==> src/hdl/prs_pkg.sv <==
// shared constants and carrier types for the power rail sequencer
// assumes a single 100 MHz clock and a synchronous active-high reset
package prs_pkg;

  // clock and time base
  localparam int CLK_PERIOD_NS = 10;         // system clock period
  localparam int TICK_NS       = 1000000;    // one millisecond
  localparam int TICK_CYCLES   = (TICK_NS + CLK_PERIOD_NS - 1) / CLK_PERIOD_NS;
  localparam int RETRY_OFF_MS  = 5;          // off time of one retry attempt

  // sizes
  localparam int RAILS     = 8;              // supply enables and monitor inputs
  localparam int GPOS      = 4;              // general outputs
  localparam int CHANS     = RAILS + GPOS;   // sequenced outputs in total
  localparam int ADC_BITS  = 10;             // converter resolution
  localparam int CNT_BITS  = 16;             // millisecond counters
  localparam int SEL_BITS  = 3;              // rail index width

  // reset values and special codes
  localparam logic [ADC_BITS-1:0] VOLT_RST      = 10'h000;
  localparam logic [CNT_BITS-1:0] CNT_RST       = 16'h0000;
  localparam logic [SEL_BITS-1:0] SEL_RST       = 3'h0;
  localparam logic [2:0]          TRIES_RST     = 3'h0;
  localparam logic [2:0]          RETRY_FOREVER = 3'h7;  // retry without limit

  // how a channel is switched on
  typedef enum logic [1:0] {
    PRS_ON_TIME,        // delay after reset or sequence event
    PRS_ON_PARENT_REG,  // delay after parent is regulated
    PRS_ON_PARENT_V,    // parent voltage reaches a level
    PRS_ON_NONE         // monitor only, never enabled
  } prs_on_mode_t;

  // what a rail fault does
  typedef enum logic [1:0] {
    PRS_ACT_IGNORE,     // no action
    PRS_ACT_LOG,        // flag only
    PRS_ACT_RETRY,      // off 5 ms, then on again
    PRS_ACT_SEQUENCE    // all off, then restart
  } prs_action_t;

  // per-channel sequencing configuration
  typedef struct packed {
    prs_on_mode_t          mode;        // switch-on trigger
    logic                  active_high; // enable polarity of supply rails; general outputs ignore it
    logic [SEL_BITS-1:0]   parent;      // parent rail index
    logic [CNT_BITS-1:0]   on_delay;    // ms before switch-on
    logic [ADC_BITS-1:0]   trig_level;  // parent voltage trigger
    logic [CNT_BITS-1:0]   off_delay;   // ms after shutdown command
  } prs_chan_cfg_t;

  // per-rail supervision configuration
  typedef struct packed {
    logic [ADC_BITS-1:0]   low_voltage_limit;   // lower regulation bound
    logic [ADC_BITS-1:0]   high_voltage_limit;  // upper regulation bound
    logic [CNT_BITS-1:0]   regulation_deadline; // ms to reach regulation
    prs_action_t           action;              // fault handling
    logic [2:0]            retries;             // attempts, 7 = forever
  } prs_rail_cfg_t;

  // per-rail status word
  typedef struct packed {
    logic enabled;      // enable asserted
    logic regulated;    // voltage inside limits
    logic startup_err;  // missed regulation deadline
    logic fault_seen;   // fault not set to ignore, since clear
    logic retrying;     // in a retry off period
  } prs_status_t;

endpackage : prs_pkg

==> src/hdl/prs_ms_tick.sv <==
// millisecond tick generator for the power rail sequencer
// assumes one clock; reset is synchronous and active high
`timescale 1ns/100ps
module prs_ms_tick
  import prs_pkg::*;
#(
  parameter int CYCLES = 100000            // clock cycles per tick
) (
  input  wire logic clk,                   // system clock
  input  wire logic reset,                 // synchronous reset
  output logic      tick                   // one-cycle pulse each ms
);

  logic [31:0] cnt_q;                      // cycle counter
  logic [31:0] cnt_d;                      // next count
  logic        tick_d;                     // next tick

  // wrap the counter once per tick period
  always_comb begin
    tick_d = (cnt_q == 32'(CYCLES - 1));
    cnt_d  = tick_d ? 32'h0000_0000 : cnt_q + 32'h0000_0001;
  end

  // register count and tick
  always_ff @(posedge clk) begin
    if (reset) begin
      cnt_q <= 32'h0000_0000;
      tick  <= 1'b0;
    end else begin
      cnt_q <= cnt_d;
      tick  <= tick_d;
    end
  end

endmodule : prs_ms_tick

==> src/hdl/prs_sequencer.sv <==
// power rail sequencer: rail and general output sequencing, monitor
// scanning, supervision, fault handling and status readback
// assumes an external converter driven through a channel select and a
// start pulse, whose ready and result pins are asynchronous to clk
`timescale 1ns/100ps

module prs_sequencer
  import prs_pkg::*;
#(
  parameter int TICK_LEN = TICK_CYCLES     // clock cycles per ms tick
) (
  input  wire logic                  clk,                   // system clock
  input  wire logic                  reset,                 // sync reset
  input  wire prs_chan_cfg_t [CHANS-1:0] chan_cfg,          // per output
  input  wire prs_rail_cfg_t [RAILS-1:0] rail_cfg,          // per rail
  input  wire logic                  start_req,             // sequence event
  input  wire logic                  shutdown_req,          // shutdown cmd
  input  wire logic                  clear_status,          // clear flags
  output logic [RAILS-1:0]           supply_enable_out,     // rail enables
  output logic [GPOS-1:0]            general_output,        // gp outputs
  output logic [SEL_BITS-1:0]        adc_channel,           // monitor mux
  output logic                       adc_start,             // convert pulse
  input  wire logic                  adc_ready,             // pin, async
  input  wire logic [ADC_BITS-1:0]   voltage_monitor_input, // result pin
  input  wire logic [SEL_BITS-1:0]   rd_sel,                // readback rail
  output logic [ADC_BITS-1:0]        rd_voltage,            // latest voltage
  output prs_status_t                rd_status              // rail status
);

  // common millisecond tick
  logic tick;                                    // one pulse per ms

  prs_ms_tick #(
    .CYCLES (TICK_LEN)
  ) u_tick (
    .clk   (clk),
    .reset (reset),
    .tick  (tick)
  );

  // converter pin synchronisers
  logic                rdy_s1_q, rdy_s2_q, rdy_s3_q;  // ready sync, edge
  logic [ADC_BITS-1:0] res_s1_q, res_s2_q;            // result sync

  always_ff @(posedge clk) begin
    if (reset) begin
      rdy_s1_q <= 1'b0;
      rdy_s2_q <= 1'b0;
      rdy_s3_q <= 1'b0;
      res_s1_q <= VOLT_RST;
      res_s2_q <= VOLT_RST;
    end else begin
      rdy_s1_q <= adc_ready;
      rdy_s2_q <= rdy_s1_q;
      rdy_s3_q <= rdy_s2_q;
      res_s1_q <= voltage_monitor_input;
      res_s2_q <= res_s1_q;
    end
  end

  // monitor scan state
  logic [SEL_BITS-1:0]             chan_q, chan_d;    // input under conversion
  logic                            busy_q, busy_d;    // conversion running
  logic                            start_q, start_d;  // start pulse
  logic [RAILS-1:0][ADC_BITS-1:0]  volt_q, volt_d;    // latest voltages
  logic [RAILS-1:0]                valid_q, valid_d;  // voltage sampled
  logic                            done;              // ready rising edge

  assign done        = rdy_s2_q & ~rdy_s3_q;
  assign adc_channel = chan_q;
  assign adc_start   = start_q;

  // round-robin scan: start, wait for ready, store, next input
  always_comb begin
    chan_d  = chan_q;
    busy_d  = busy_q;
    start_d = 1'b0;
    volt_d  = volt_q;
    valid_d = valid_q;
    if (!busy_q) begin                           // idle: start next
      start_d = 1'b1;
      busy_d  = 1'b1;
    end else if (done) begin                     // result ready
      volt_d[chan_q]  = res_s2_q;
      valid_d[chan_q] = 1'b1;
      chan_d          = chan_q + 3'h1;
      busy_d          = 1'b0;
    end
  end

  always_ff @(posedge clk) begin
    if (reset) begin
      chan_q  <= SEL_RST;
      busy_q  <= 1'b0;
      start_q <= 1'b0;
      volt_q  <= '0;
      valid_q <= '0;
    end else begin
      chan_q  <= chan_d;
      busy_q  <= busy_d;
      start_q <= start_d;
      volt_q  <= volt_d;
      valid_q <= valid_d;
    end
  end

  // regulation window per rail
  logic [RAILS-1:0] regulated;                   // inside limits

  always_comb begin
    for (int r = 0; r < RAILS; r++) begin
      regulated[r] = valid_q[r]
                   && volt_q[r] >= rail_cfg[r].low_voltage_limit
                   && volt_q[r] <= rail_cfg[r].high_voltage_limit;
    end
  end

  // global restart: sequence event or sequence-type fault
  typedef enum {
    PRS_S_IDLE,    // waiting for trigger
    PRS_S_DELAY,   // counting switch-on delay
    PRS_S_ON,      // enabled
    PRS_S_RETRY,   // off for one retry period
    PRS_S_DOWN,    // shutdown delay, still on
    PRS_S_OFF      // off until restart
  } prs_state_t;

  logic [RAILS-1:0] seq_hit;                     // sequence fault per rail
  logic             seq_q, seq_d;                // restart request
  logic             restart;                     // restart all channels
  logic [CHANS-1:0] en_q;                        // channel enabled

  assign seq_d   = |seq_hit;
  assign restart = start_req | seq_q;

  always_ff @(posedge clk) begin
    if (reset) begin
      seq_q <= 1'b0;
    end else begin
      seq_q <= seq_d;
    end
  end

  // per-channel sequencing
  prs_state_t [CHANS-1:0]      st_q;              // channel state
  logic [CHANS-1:0][2:0]       tries_q;           // retry attempts used
  logic [RAILS-1:0]            up_q;              // reached regulation
  logic [RAILS-1:0]            serr_q;            // startup error
  logic [RAILS-1:0]            flt_q;             // fault seen

  genvar c;
  generate
    for (c = 0; c < CHANS; c++) begin : g_chan
      prs_state_t          st_d;                  // next state
      logic [CNT_BITS-1:0] cnt_q, cnt_d;          // ms counter
      logic [2:0]          tries_d;               // next attempts
      logic                en_d;                  // next enable
      logic                up_d, serr_d, flt_d;   // next rail flags
      logic                fault;                 // rail fault this cycle
      logic                miss;                  // deadline missed
      logic                seq_f;                 // sequence fault
      prs_chan_cfg_t       cf;                    // this channel's config
      logic [SEL_BITS-1:0] par;                   // parent index

      assign cf  = chan_cfg[c];
      assign par = cf.parent;

      // next state and counter for one channel
      always_comb begin
        st_d    = st_q[c];
        cnt_d   = tick ? cnt_q + 16'h0001 : cnt_q;
        tries_d = tries_q[c];
        up_d    = 1'b0;
        serr_d  = 1'b0;
        flt_d   = 1'b0;
        fault   = 1'b0;
        miss    = 1'b0;
        seq_f   = 1'b0;
        if (c < RAILS) begin
          up_d   = up_q[c % RAILS] | (st_q[c] == PRS_S_ON && regulated[c % RAILS]);
          serr_d = serr_q[c % RAILS] & ~clear_status;
          flt_d  = flt_q[c % RAILS] & ~clear_status;
          // fault: deadline missed before regulation, lost regulation, or a monitor-only rail outside its limits
          if (st_q[c] == PRS_S_ON) begin
            miss  = !up_q[c % RAILS] && tick
                  && cnt_q >= rail_cfg[c % RAILS].regulation_deadline;
            fault = miss || (up_q[c % RAILS] && !regulated[c % RAILS]);
          end else if (cf.mode == PRS_ON_NONE && st_q[c] == PRS_S_IDLE) begin
            fault = valid_q[c % RAILS] && !regulated[c % RAILS];
          end
          if (miss) begin
            serr_d = 1'b1;
          end
          if (fault && rail_cfg[c % RAILS].action != PRS_ACT_IGNORE) begin
            flt_d = 1'b1;
          end
          seq_f = fault && rail_cfg[c % RAILS].action == PRS_ACT_SEQUENCE;
        end
        unique case (st_q[c])
          PRS_S_IDLE: begin                      // wait for trigger
            cnt_d = CNT_RST;
            unique case (cf.mode)
              PRS_ON_TIME:       st_d = PRS_S_DELAY;
              PRS_ON_PARENT_REG: if (regulated[par]) st_d = PRS_S_DELAY;
              PRS_ON_PARENT_V:   if (valid_q[par] && volt_q[par] >= cf.trig_level)
                                   st_d = PRS_S_ON;
              PRS_ON_NONE:       st_d = PRS_S_IDLE;
            endcase
          end
          PRS_S_DELAY: begin                     // count switch-on delay
            if (cnt_q >= cf.on_delay) begin
              st_d  = PRS_S_ON;
              cnt_d = CNT_RST;
            end
          end
          PRS_S_ON: begin                        // supervise
            if (fault && rail_cfg[c % RAILS].action == PRS_ACT_RETRY) begin
              cnt_d = CNT_RST;
              if (rail_cfg[c % RAILS].retries == RETRY_FOREVER
                  || tries_q[c] < rail_cfg[c % RAILS].retries) begin
                st_d    = PRS_S_RETRY;
                tries_d = tries_q[c] + 3'h1;
              end else begin
                st_d = PRS_S_OFF;
              end
            end
          end
          PRS_S_RETRY: begin                     // enable off for 5 ms
            if (cnt_q >= CNT_BITS'(RETRY_OFF_MS)) begin
              st_d  = PRS_S_ON;
              cnt_d = CNT_RST;
            end
          end
          PRS_S_DOWN: begin                      // own shutdown delay
            if (cnt_q >= cf.off_delay) begin
              st_d = PRS_S_OFF;
            end
          end
          PRS_S_OFF: cnt_d = CNT_RST;            // hold off
        endcase
        // shutdown command: enabled outputs wait, others stop at once
        if (shutdown_req && st_q[c] != PRS_S_OFF && st_q[c] != PRS_S_DOWN) begin
          st_d  = (st_q[c] == PRS_S_ON) ? PRS_S_DOWN : PRS_S_OFF;
          cnt_d = CNT_RST;
        end
        // restart wins over shutdown: all off, sequence again
        if (restart) begin
          st_d    = PRS_S_IDLE;
          cnt_d   = CNT_RST;
          tries_d = TRIES_RST;
          up_d    = 1'b0;
        end
        if (up_q[c % RAILS] && c < RAILS && st_q[c] == PRS_S_ON) begin
          up_d = up_d;                           // kept while on
        end else if (c < RAILS && st_d != PRS_S_ON) begin
          up_d = 1'b0;                           // new attempt starts fresh
        end
        // enable is on only while on or counting shutdown delay
        en_d = (st_d == PRS_S_ON || st_d == PRS_S_DOWN)
             && cf.mode != PRS_ON_NONE;
      end

      // register one channel
      always_ff @(posedge clk) begin
        if (reset) begin
          st_q[c]    <= PRS_S_IDLE;
          cnt_q      <= CNT_RST;
          tries_q[c] <= TRIES_RST;
          en_q[c]    <= 1'b0;
        end else begin
          st_q[c]    <= st_d;
          cnt_q      <= cnt_d;
          tries_q[c] <= tries_d;
          en_q[c]    <= en_d;
        end
      end

      if (c < RAILS) begin : g_rail
        assign seq_hit[c] = seq_f;

        // rail flags: set wins over clear
        always_ff @(posedge clk) begin
          if (reset) begin
            up_q[c]   <= 1'b0;
            serr_q[c] <= 1'b0;
            flt_q[c]  <= 1'b0;
          end else begin
            up_q[c]   <= up_d;
            serr_q[c] <= serr_d;
            flt_q[c]  <= flt_d;
          end
        end

        // polarity applied to the registered enable
        assign supply_enable_out[c] = en_q[c] ~^ cf.active_high;
      end else begin : g_gpo
        assign general_output[c - RAILS] = en_q[c];
      end
    end
  endgenerate

  // readback of voltage and status
  logic [ADC_BITS-1:0] rdv_d;                    // next voltage word
  prs_status_t         rds_d;                    // next status word

  always_comb begin
    rdv_d             = volt_q[rd_sel];
    rds_d.enabled     = en_q[rd_sel];
    rds_d.regulated   = regulated[rd_sel];
    rds_d.startup_err = serr_q[rd_sel];
    rds_d.fault_seen  = flt_q[rd_sel];
    rds_d.retrying    = st_q[rd_sel] == PRS_S_RETRY;
  end

  always_ff @(posedge clk) begin
    if (reset) begin
      rd_voltage <= VOLT_RST;
      rd_status  <= '0;
    end else begin
      rd_voltage <= rdv_d;
      rd_status  <= rds_d;
    end
  end

endmodule : prs_sequencer

==> config.mk <==
export PLATFORM = sky130hd
export DESIGN_NAME = prs_sequencer
export DESIGN_NICKNAME = d
export VERILOG_FILES = /design/src/hdl/prs_pkg.sv /design/src/hdl/prs_ms_tick.sv /design/src/hdl/prs_sequencer.sv
export SDC_FILE = /design/constraint.sdc
export NUM_CORES = 2
export LEC_CHECK = 0
export BUFFER_PORTS_ARGS = -buffer_cell sky130_fd_sc_hd__buf_2
export CAP_MARGIN = 20
export CORE_MARGIN = 2
export CORE_UTILIZATION = 35
export DETAILED_ROUTE_END_ITERATION = 16
export SLEW_MARGIN = 25
export SYNTH_ARGS = -nofsm -noshare
export SYNTH_HDL_FRONTEND = slang
export SYNTH_HIERARCHICAL = 1
export SYNTH_SLANG_ARGS = --single-unit
export TNS_END_PERCENT = 50
==> constraint.sdc <==
create_clock -name clk -period 11.8 [get_ports clk]
set_input_delay 1.18 -clock clk [delete_from_list [all_inputs] [get_ports clk]]
set_output_delay 1.18 -clock clk [all_outputs]
set_load 0.005 [all_outputs]
==> report_table.html <==
<table>
<tr><th>Metric</th><th>Value</th></tr>
<tr><th colspan="2">Synth</th></tr>
<tr><td>Combined area of all synthesized cells</td><td>60500 sq um</td></tr>
<tr><td>Largest area contributor in the synthesized netlist</td><td>sky130_fd_sc_hd__dfxtp_1</td></tr>
<tr><td>YS warnings</td><td>6</td></tr>
<tr><td>Prevailing post-synth register cell</td><td>sky130_fd_sc_hd__dfxtp_1</td></tr>
<tr><td>Synthesized instance count</td><td>6854</td></tr>
<tr><td>Total of flip-flops plus latches after synthesis</td><td>801</td></tr>
<tr><td>Most numerous cell types in the synthesized netlist</td><td>854 x sky130_fd_sc_hd__ha_1, 854 x sky130_fd_sc_hd__inv_1, 801 x sky130_fd_sc_hd__dfxtp_1</td></tr>
<tr><td>Fraction of synthesized cell area taken by the top area cell type</td><td>26.5%</td></tr>
<tr><td>Largest cells by area after synthesis</td><td>sky130_fd_sc_hd__dfxtp_1 27%, sky130_fd_sc_hd__ha_1 18%, sky130_fd_sc_hd__mux4_2 11%, sky130_fd_sc_hd__inv_1 5.3%, sky130_fd_sc_hd__nor2_1 3.4%</td></tr>
<tr><td>Number of distinct library cell variants in the gate-level netlist after synthesis</td><td>85</td></tr>
<tr><td>Share of flip-flops with an asynchronous set or reset</td><td>0%</td></tr>
<tr><td>Mean post-synth cell area</td><td>8.82 sq um</td></tr>
<tr><td>Sequential share of the synthesized area</td><td>26.5%</td></tr>
<tr><td>Nets in the synthesized netlist</td><td>8631</td></tr>
<tr><td>Number of synthesized flops with an enable pin</td><td>0</td></tr>
<tr><th colspan="2">Global route</th></tr>
<tr><td>Number of antenna violations at the first check in global routing</td><td>137</td></tr>
<tr><td>Most Used Layer, Global Route</td><td>met2</td></tr>
<tr><td>Largest net degree at the start of global routing</td><td>107</td></tr>
<tr><td>Global routing met1 resource utilization</td><td>33.1%</td></tr>
<tr><td>Wire length of the first global-routing pass</td><td>353 mm</td></tr>
<tr><td>Grt ovf</td><td>0</td></tr>
<tr><td>GR met2 Demand/Resource</td><td>43.1%</td></tr>
<tr><td>Via count of the first global-routing pass</td><td>54400</td></tr>
<tr><td>Global router's overall resource usage</td><td>26.9%</td></tr>
<tr><td>Met3 track demand over resource</td><td>5.89%</td></tr>
<tr><th colspan="2">Clock tree</th></tr>
<tr><td>CTS HTree Levels</td><td>3</td></tr>
<tr><td>Number of buffers created by CTS</td><td>91</td></tr>
<tr><td>Setup fix buffers added after clock tree synthesis</td><td>0</td></tr>
<tr><td>Post-CTS Hold Fix Bufs</td><td>0</td></tr>
<tr><td>Clock Sinks</td><td>801</td></tr>
<tr><td>Clock transition at the register clock pins on the worst setup and hold paths after CTS</td><td>0.07 ns</td></tr>
<tr><td>Quantity of gates resized following cts</td><td>0</td></tr>
<tr><td>CTS tree</td><td>yes</td></tr>
<tr><td>Root Driver</td><td>sky130_fd_sc_hd__clkbuf_16</td></tr>
<tr><td>Clk buf depth</td><td>3</td></tr>
<tr><td>Worst-Skew Late Latency</td><td>0.71 ns</td></tr>
<tr><th colspan="2">Worst setup path</th></tr>
<tr><td>Crit path launch type</td><td>input pin</td></tr>
<tr><td>Crit path required time</td><td>12.37 ns</td></tr>
<tr><td>Crit Path Category</td><td>input pin to register</td></tr>
<tr><td>Type of element capturing the critical path</td><td>register</td></tr>
<tr><td>Launch point of the worst path</td><td>chan_cfg[90]</td></tr>
<tr><td>Critical path data arrival time</td><td>5.65 ns</td></tr>
<tr><td>Launch point of the worst reg-to-reg path</td><td>volt_q[30]</td></tr>
<tr><td>Highest net fanout along the worst path</td><td>30</td></tr>
<tr><th colspan="2">Floorplanning</th></tr>
<tr><td>Horizontal extent of the die</td><td>420 um</td></tr>
<tr><td>Initial Util</td><td>35.2%</td></tr>
<tr><td>Total die area</td><td>176000 sq um</td></tr>
<tr><td>Core outline area</td><td>172000 sq um</td></tr>
<tr><td>Die Y</td><td>420 um</td></tr>
<tr><td>Total I/O pin count</td><td>954</td></tr>
<tr><td>Site row count</td><td>152</td></tr>
<tr><th colspan="2">Cells and area</th></tr>
<tr><td>Share of cells above drive strength 1</td><td>21.5%</td></tr>
<tr><td>Number of nets in the layout</td><td>9392</td></tr>
<tr><td>Area growth from synthesis to layout</td><td>17.4%</td></tr>
<tr><td>Number of fill cells</td><td>17100</td></tr>
<tr><th colspan="2">Timing</th></tr>
<tr><td>Final max-slew violation count</td><td>0</td></tr>
<tr><td>Setup repair after global routing missed its margin</td><td>false</td></tr>
<tr><td>Final critical path time including I/O delays and setup</td><td>5.08 ns</td></tr>
<tr><td>Finish-stage setup viols</td><td>0</td></tr>
<tr><td>Worst slew margin relative to its limit</td><td>23.5%</td></tr>
<tr><td>Setup TNS Final</td><td>0 ns</td></tr>
<tr><td>Number of endpoints with negative hold slack in the final report</td><td>0</td></tr>
<tr><td>Setup skew after layout</td><td>0.0393 ns</td></tr>
<tr><td>Maximum clock frequency</td><td>0.197 GHz</td></tr>
<tr><td>Actual slew at the worst max-slew pin</td><td>1.15 ns</td></tr>
<tr><td>Ratio of final minimum period to clock period</td><td>43.1%</td></tr>
<tr><th colspan="2">Detailed routing</th></tr>
<tr><td>Vias/cell</td><td>5.52</td></tr>
<tr><td>DRT antenna net count</td><td>0</td></tr>
<tr><td>Total vias in the final route</td><td>55700</td></tr>
<tr><td>Average wire per standard cell</td><td>24.3 um</td></tr>
<tr><td>Violation count after the first detailed-routing iteration</td><td>4585</td></tr>
<tr><td>Total wirelength of the detailed-routed design</td><td>245 mm</td></tr>
<tr><td>Detailed-route DRC error count</td><td>0</td></tr>
<tr><td>First drt pass iteration count</td><td>6</td></tr>
<tr><th colspan="2">Placed design</th></tr>
<tr><td>Number of port buffers</td><td>949</td></tr>
<tr><td>Placer Congestion</td><td>0.976</td></tr>
<tr><td>Half-perimeter wire length of the detailed placement result</td><td>195 mm</td></tr>
<tr><th colspan="2">Power and ir drop</th></tr>
<tr><td>Worst IR drop on VDD</td><td>129 uV</td></tr>
<tr><td>Static Leak</td><td>0.0344 uW</td></tr>
<tr><td>Total power per unit cell area</td><td>92.8 nW/um^2</td></tr>
<tr><td>Tot Pwr</td><td>6580 uW</td></tr>
<tr><th colspan="2">Min path</th></tr>
<tr><td>Hold wc startpoint</td><td>res_s1_q[1]</td></tr>
<tr><td>Worst min path class</td><td>register to register</td></tr>
<tr><th colspan="2">Run</th></tr>
<tr><td>Max-cap violations</td><td>0</td></tr>
<tr><th colspan="2">Outcome</th></tr>
<tr><td>Result of the run</td><td>finished clean</td></tr>
</table>
-- critical path, stage by stage --
cell and delay (ns):
sky130_fd_sc_hd__buf_2 0.65, sky130_fd_sc_hd__mux4_2 0.60, sky130_fd_sc_hd__mux2i_1 0.20, sky130_fd_sc_hd__ha_1 0.26
sky130_fd_sc_hd__nand2b_1 0.15, sky130_fd_sc_hd__a211o_1 0.30, sky130_fd_sc_hd__o2111ai_1 0.09, sky130_fd_sc_hd__a21boi_0 0.14
sky130_fd_sc_hd__o21ai_0 0.45, sky130_fd_sc_hd__nand2_1 0.27, sky130_fd_sc_hd__a22o_1 0.24, sky130_fd_sc_hd__a211oi_1 0.39
sky130_fd_sc_hd__xor2_1 0.17, sky130_fd_sc_hd__a21boi_0 0.09, sky130_fd_sc_hd__a2111oi_0 0.43
-- routing by layer --
layer | up-vias | wire length, um
met5 | - | 163
met4 | 26 | 13900
met3 | 596 | 19100
met2 | 2385 | 113000
met1 | 26700 | 98300
li1 | 26000 | -
-- state kept, by name (all words and copies together) (netlist names), 3 cells and up --
register / flops
adc_channel: 3
rd_status: 5
res_s2_q: 10
volt_q: 80
res_s1_q: 10
flt_q: 8
up_q: 8
rd_voltage: 10
serr_q: 8
tries_q: 24
valid_q: 8
g_chan.cnt_q: 192
st_q: 384
u_tick/cnt_q: 32
general_output: 4
en_q: 8
-- worst paths after layout --
path	to	slack [ns]	cells after the start
max reg2reg	up_q[7]	7.09	13
max	en_q[1]	6.72	15
min reg2reg	res_s2_q[1]	0.44	1
min	res_s2_q[1]	0.44	1
-- layout by cell type, fill, tap and decap left out, types with 16 or more instances in the layout --
cell type / instances
sky130_fd_sc_hd__nand2b_1: 102
sky130_fd_sc_hd__ha_1: 854
sky130_fd_sc_hd__and2_1: 222
sky130_fd_sc_hd__a31oi_1: 43
sky130_fd_sc_hd__mux2i_1: 96
sky130_fd_sc_hd__and4_1: 20
sky130_fd_sc_hd__xnor2_1: 79
sky130_fd_sc_hd__xor2_1: 144
sky130_fd_sc_hd__nand2_1: 357
sky130_fd_sc_hd__a21oi_1: 353
sky130_fd_sc_hd__a21o_1: 104
sky130_fd_sc_hd__a2111oi_0: 31
sky130_fd_sc_hd__o21ai_0: 221
sky130_fd_sc_hd__o21a_1: 27
sky130_fd_sc_hd__dfxtp_1: 799
sky130_fd_sc_hd__buf_4: 82
sky130_fd_sc_hd__mux2_2: 113
sky130_fd_sc_hd__or3_1: 20
sky130_fd_sc_hd__clkbuf_16: 92
sky130_fd_sc_hd__or4_1: 34
sky130_fd_sc_hd__o2111ai_1: 19
sky130_fd_sc_hd__nor4b_1: 16
sky130_fd_sc_hd__mux4_2: 305
sky130_fd_sc_hd__nor2b_1: 74
sky130_fd_sc_hd__clkbuf_8: 18
sky130_fd_sc_hd__diode_2: 90
sky130_fd_sc_hd__nor4_1: 126
sky130_fd_sc_hd__inv_1: 854
sky130_fd_sc_hd__nand3_1: 147
sky130_fd_sc_hd__o211ai_1: 31
sky130_fd_sc_hd__and3_1: 203
sky130_fd_sc_hd__a211oi_1: 59
sky130_fd_sc_hd__o31ai_1: 22
sky130_fd_sc_hd__nand4_1: 145
sky130_fd_sc_hd__nor2_1: 549
sky130_fd_sc_hd__buf_2: 948
sky130_fd_sc_hd__nor3_1: 79
-- layout make-up --
type / instances / area, sq um / area share [%]
Inverter: 854 / 3210 / 4.52
Antenna cell: 90 / 225 / 0.317
Timing Repair Buffer: 1032 / 5380 / 7.59
Clock buffer: 124 / 2600 / 3.67
Tap cell: 2310 / 2890 / 4.07
Sequential cell: 801 / 16000 / 22.6
Multi-Input combinational cell: 4835 / 39900 / 56.3
Clock inverter: 43 / 662 / 0.933
-- through the flow --
stage / utilization (%) / area [sq um] / setup WS (ns) / hold slack [ns] / cells
2_1_floorplan: - / 60500 / 6.76 / 0.393 / 6854
3_3_place_gp: 39.3 / 67400 / 6.20 / 0.422 / 9832
3_5_place_dp: 39.3 / 67400 / 6.15 / 0.425 / 9832
4_1_cts: 41.2 / 70700 / 6.89 / 0.442 / 9999
5_1_grt: 41.3 / 70900 / 6.48 / 0.452 / 10100
6_report: 41.4 / 70900 / 6.72 / 0.438 / 10100
-- where the power goes --
part / total, uW / switching [uW] / internal [uW]
logic: 749 / 439 / 310
registers: 2740 / 23.3 / 2720
clock network: 3090 / 1270 / 1830
-- kinds of logic after synthesis --
logic type	after synthesis	synth area share, %
multiplexers	514	15.1
AND/OR/NAND/NOR	2165	18.6
adder cells (fa/ha/maj)	854	17.7
flip-flops	801	26.5
AO/OA/AOI/OAI	1079	11.3
XOR/XNOR	223	3.23
buffers and inverters	1218	7.60
(Power assumes the default switching activity.)
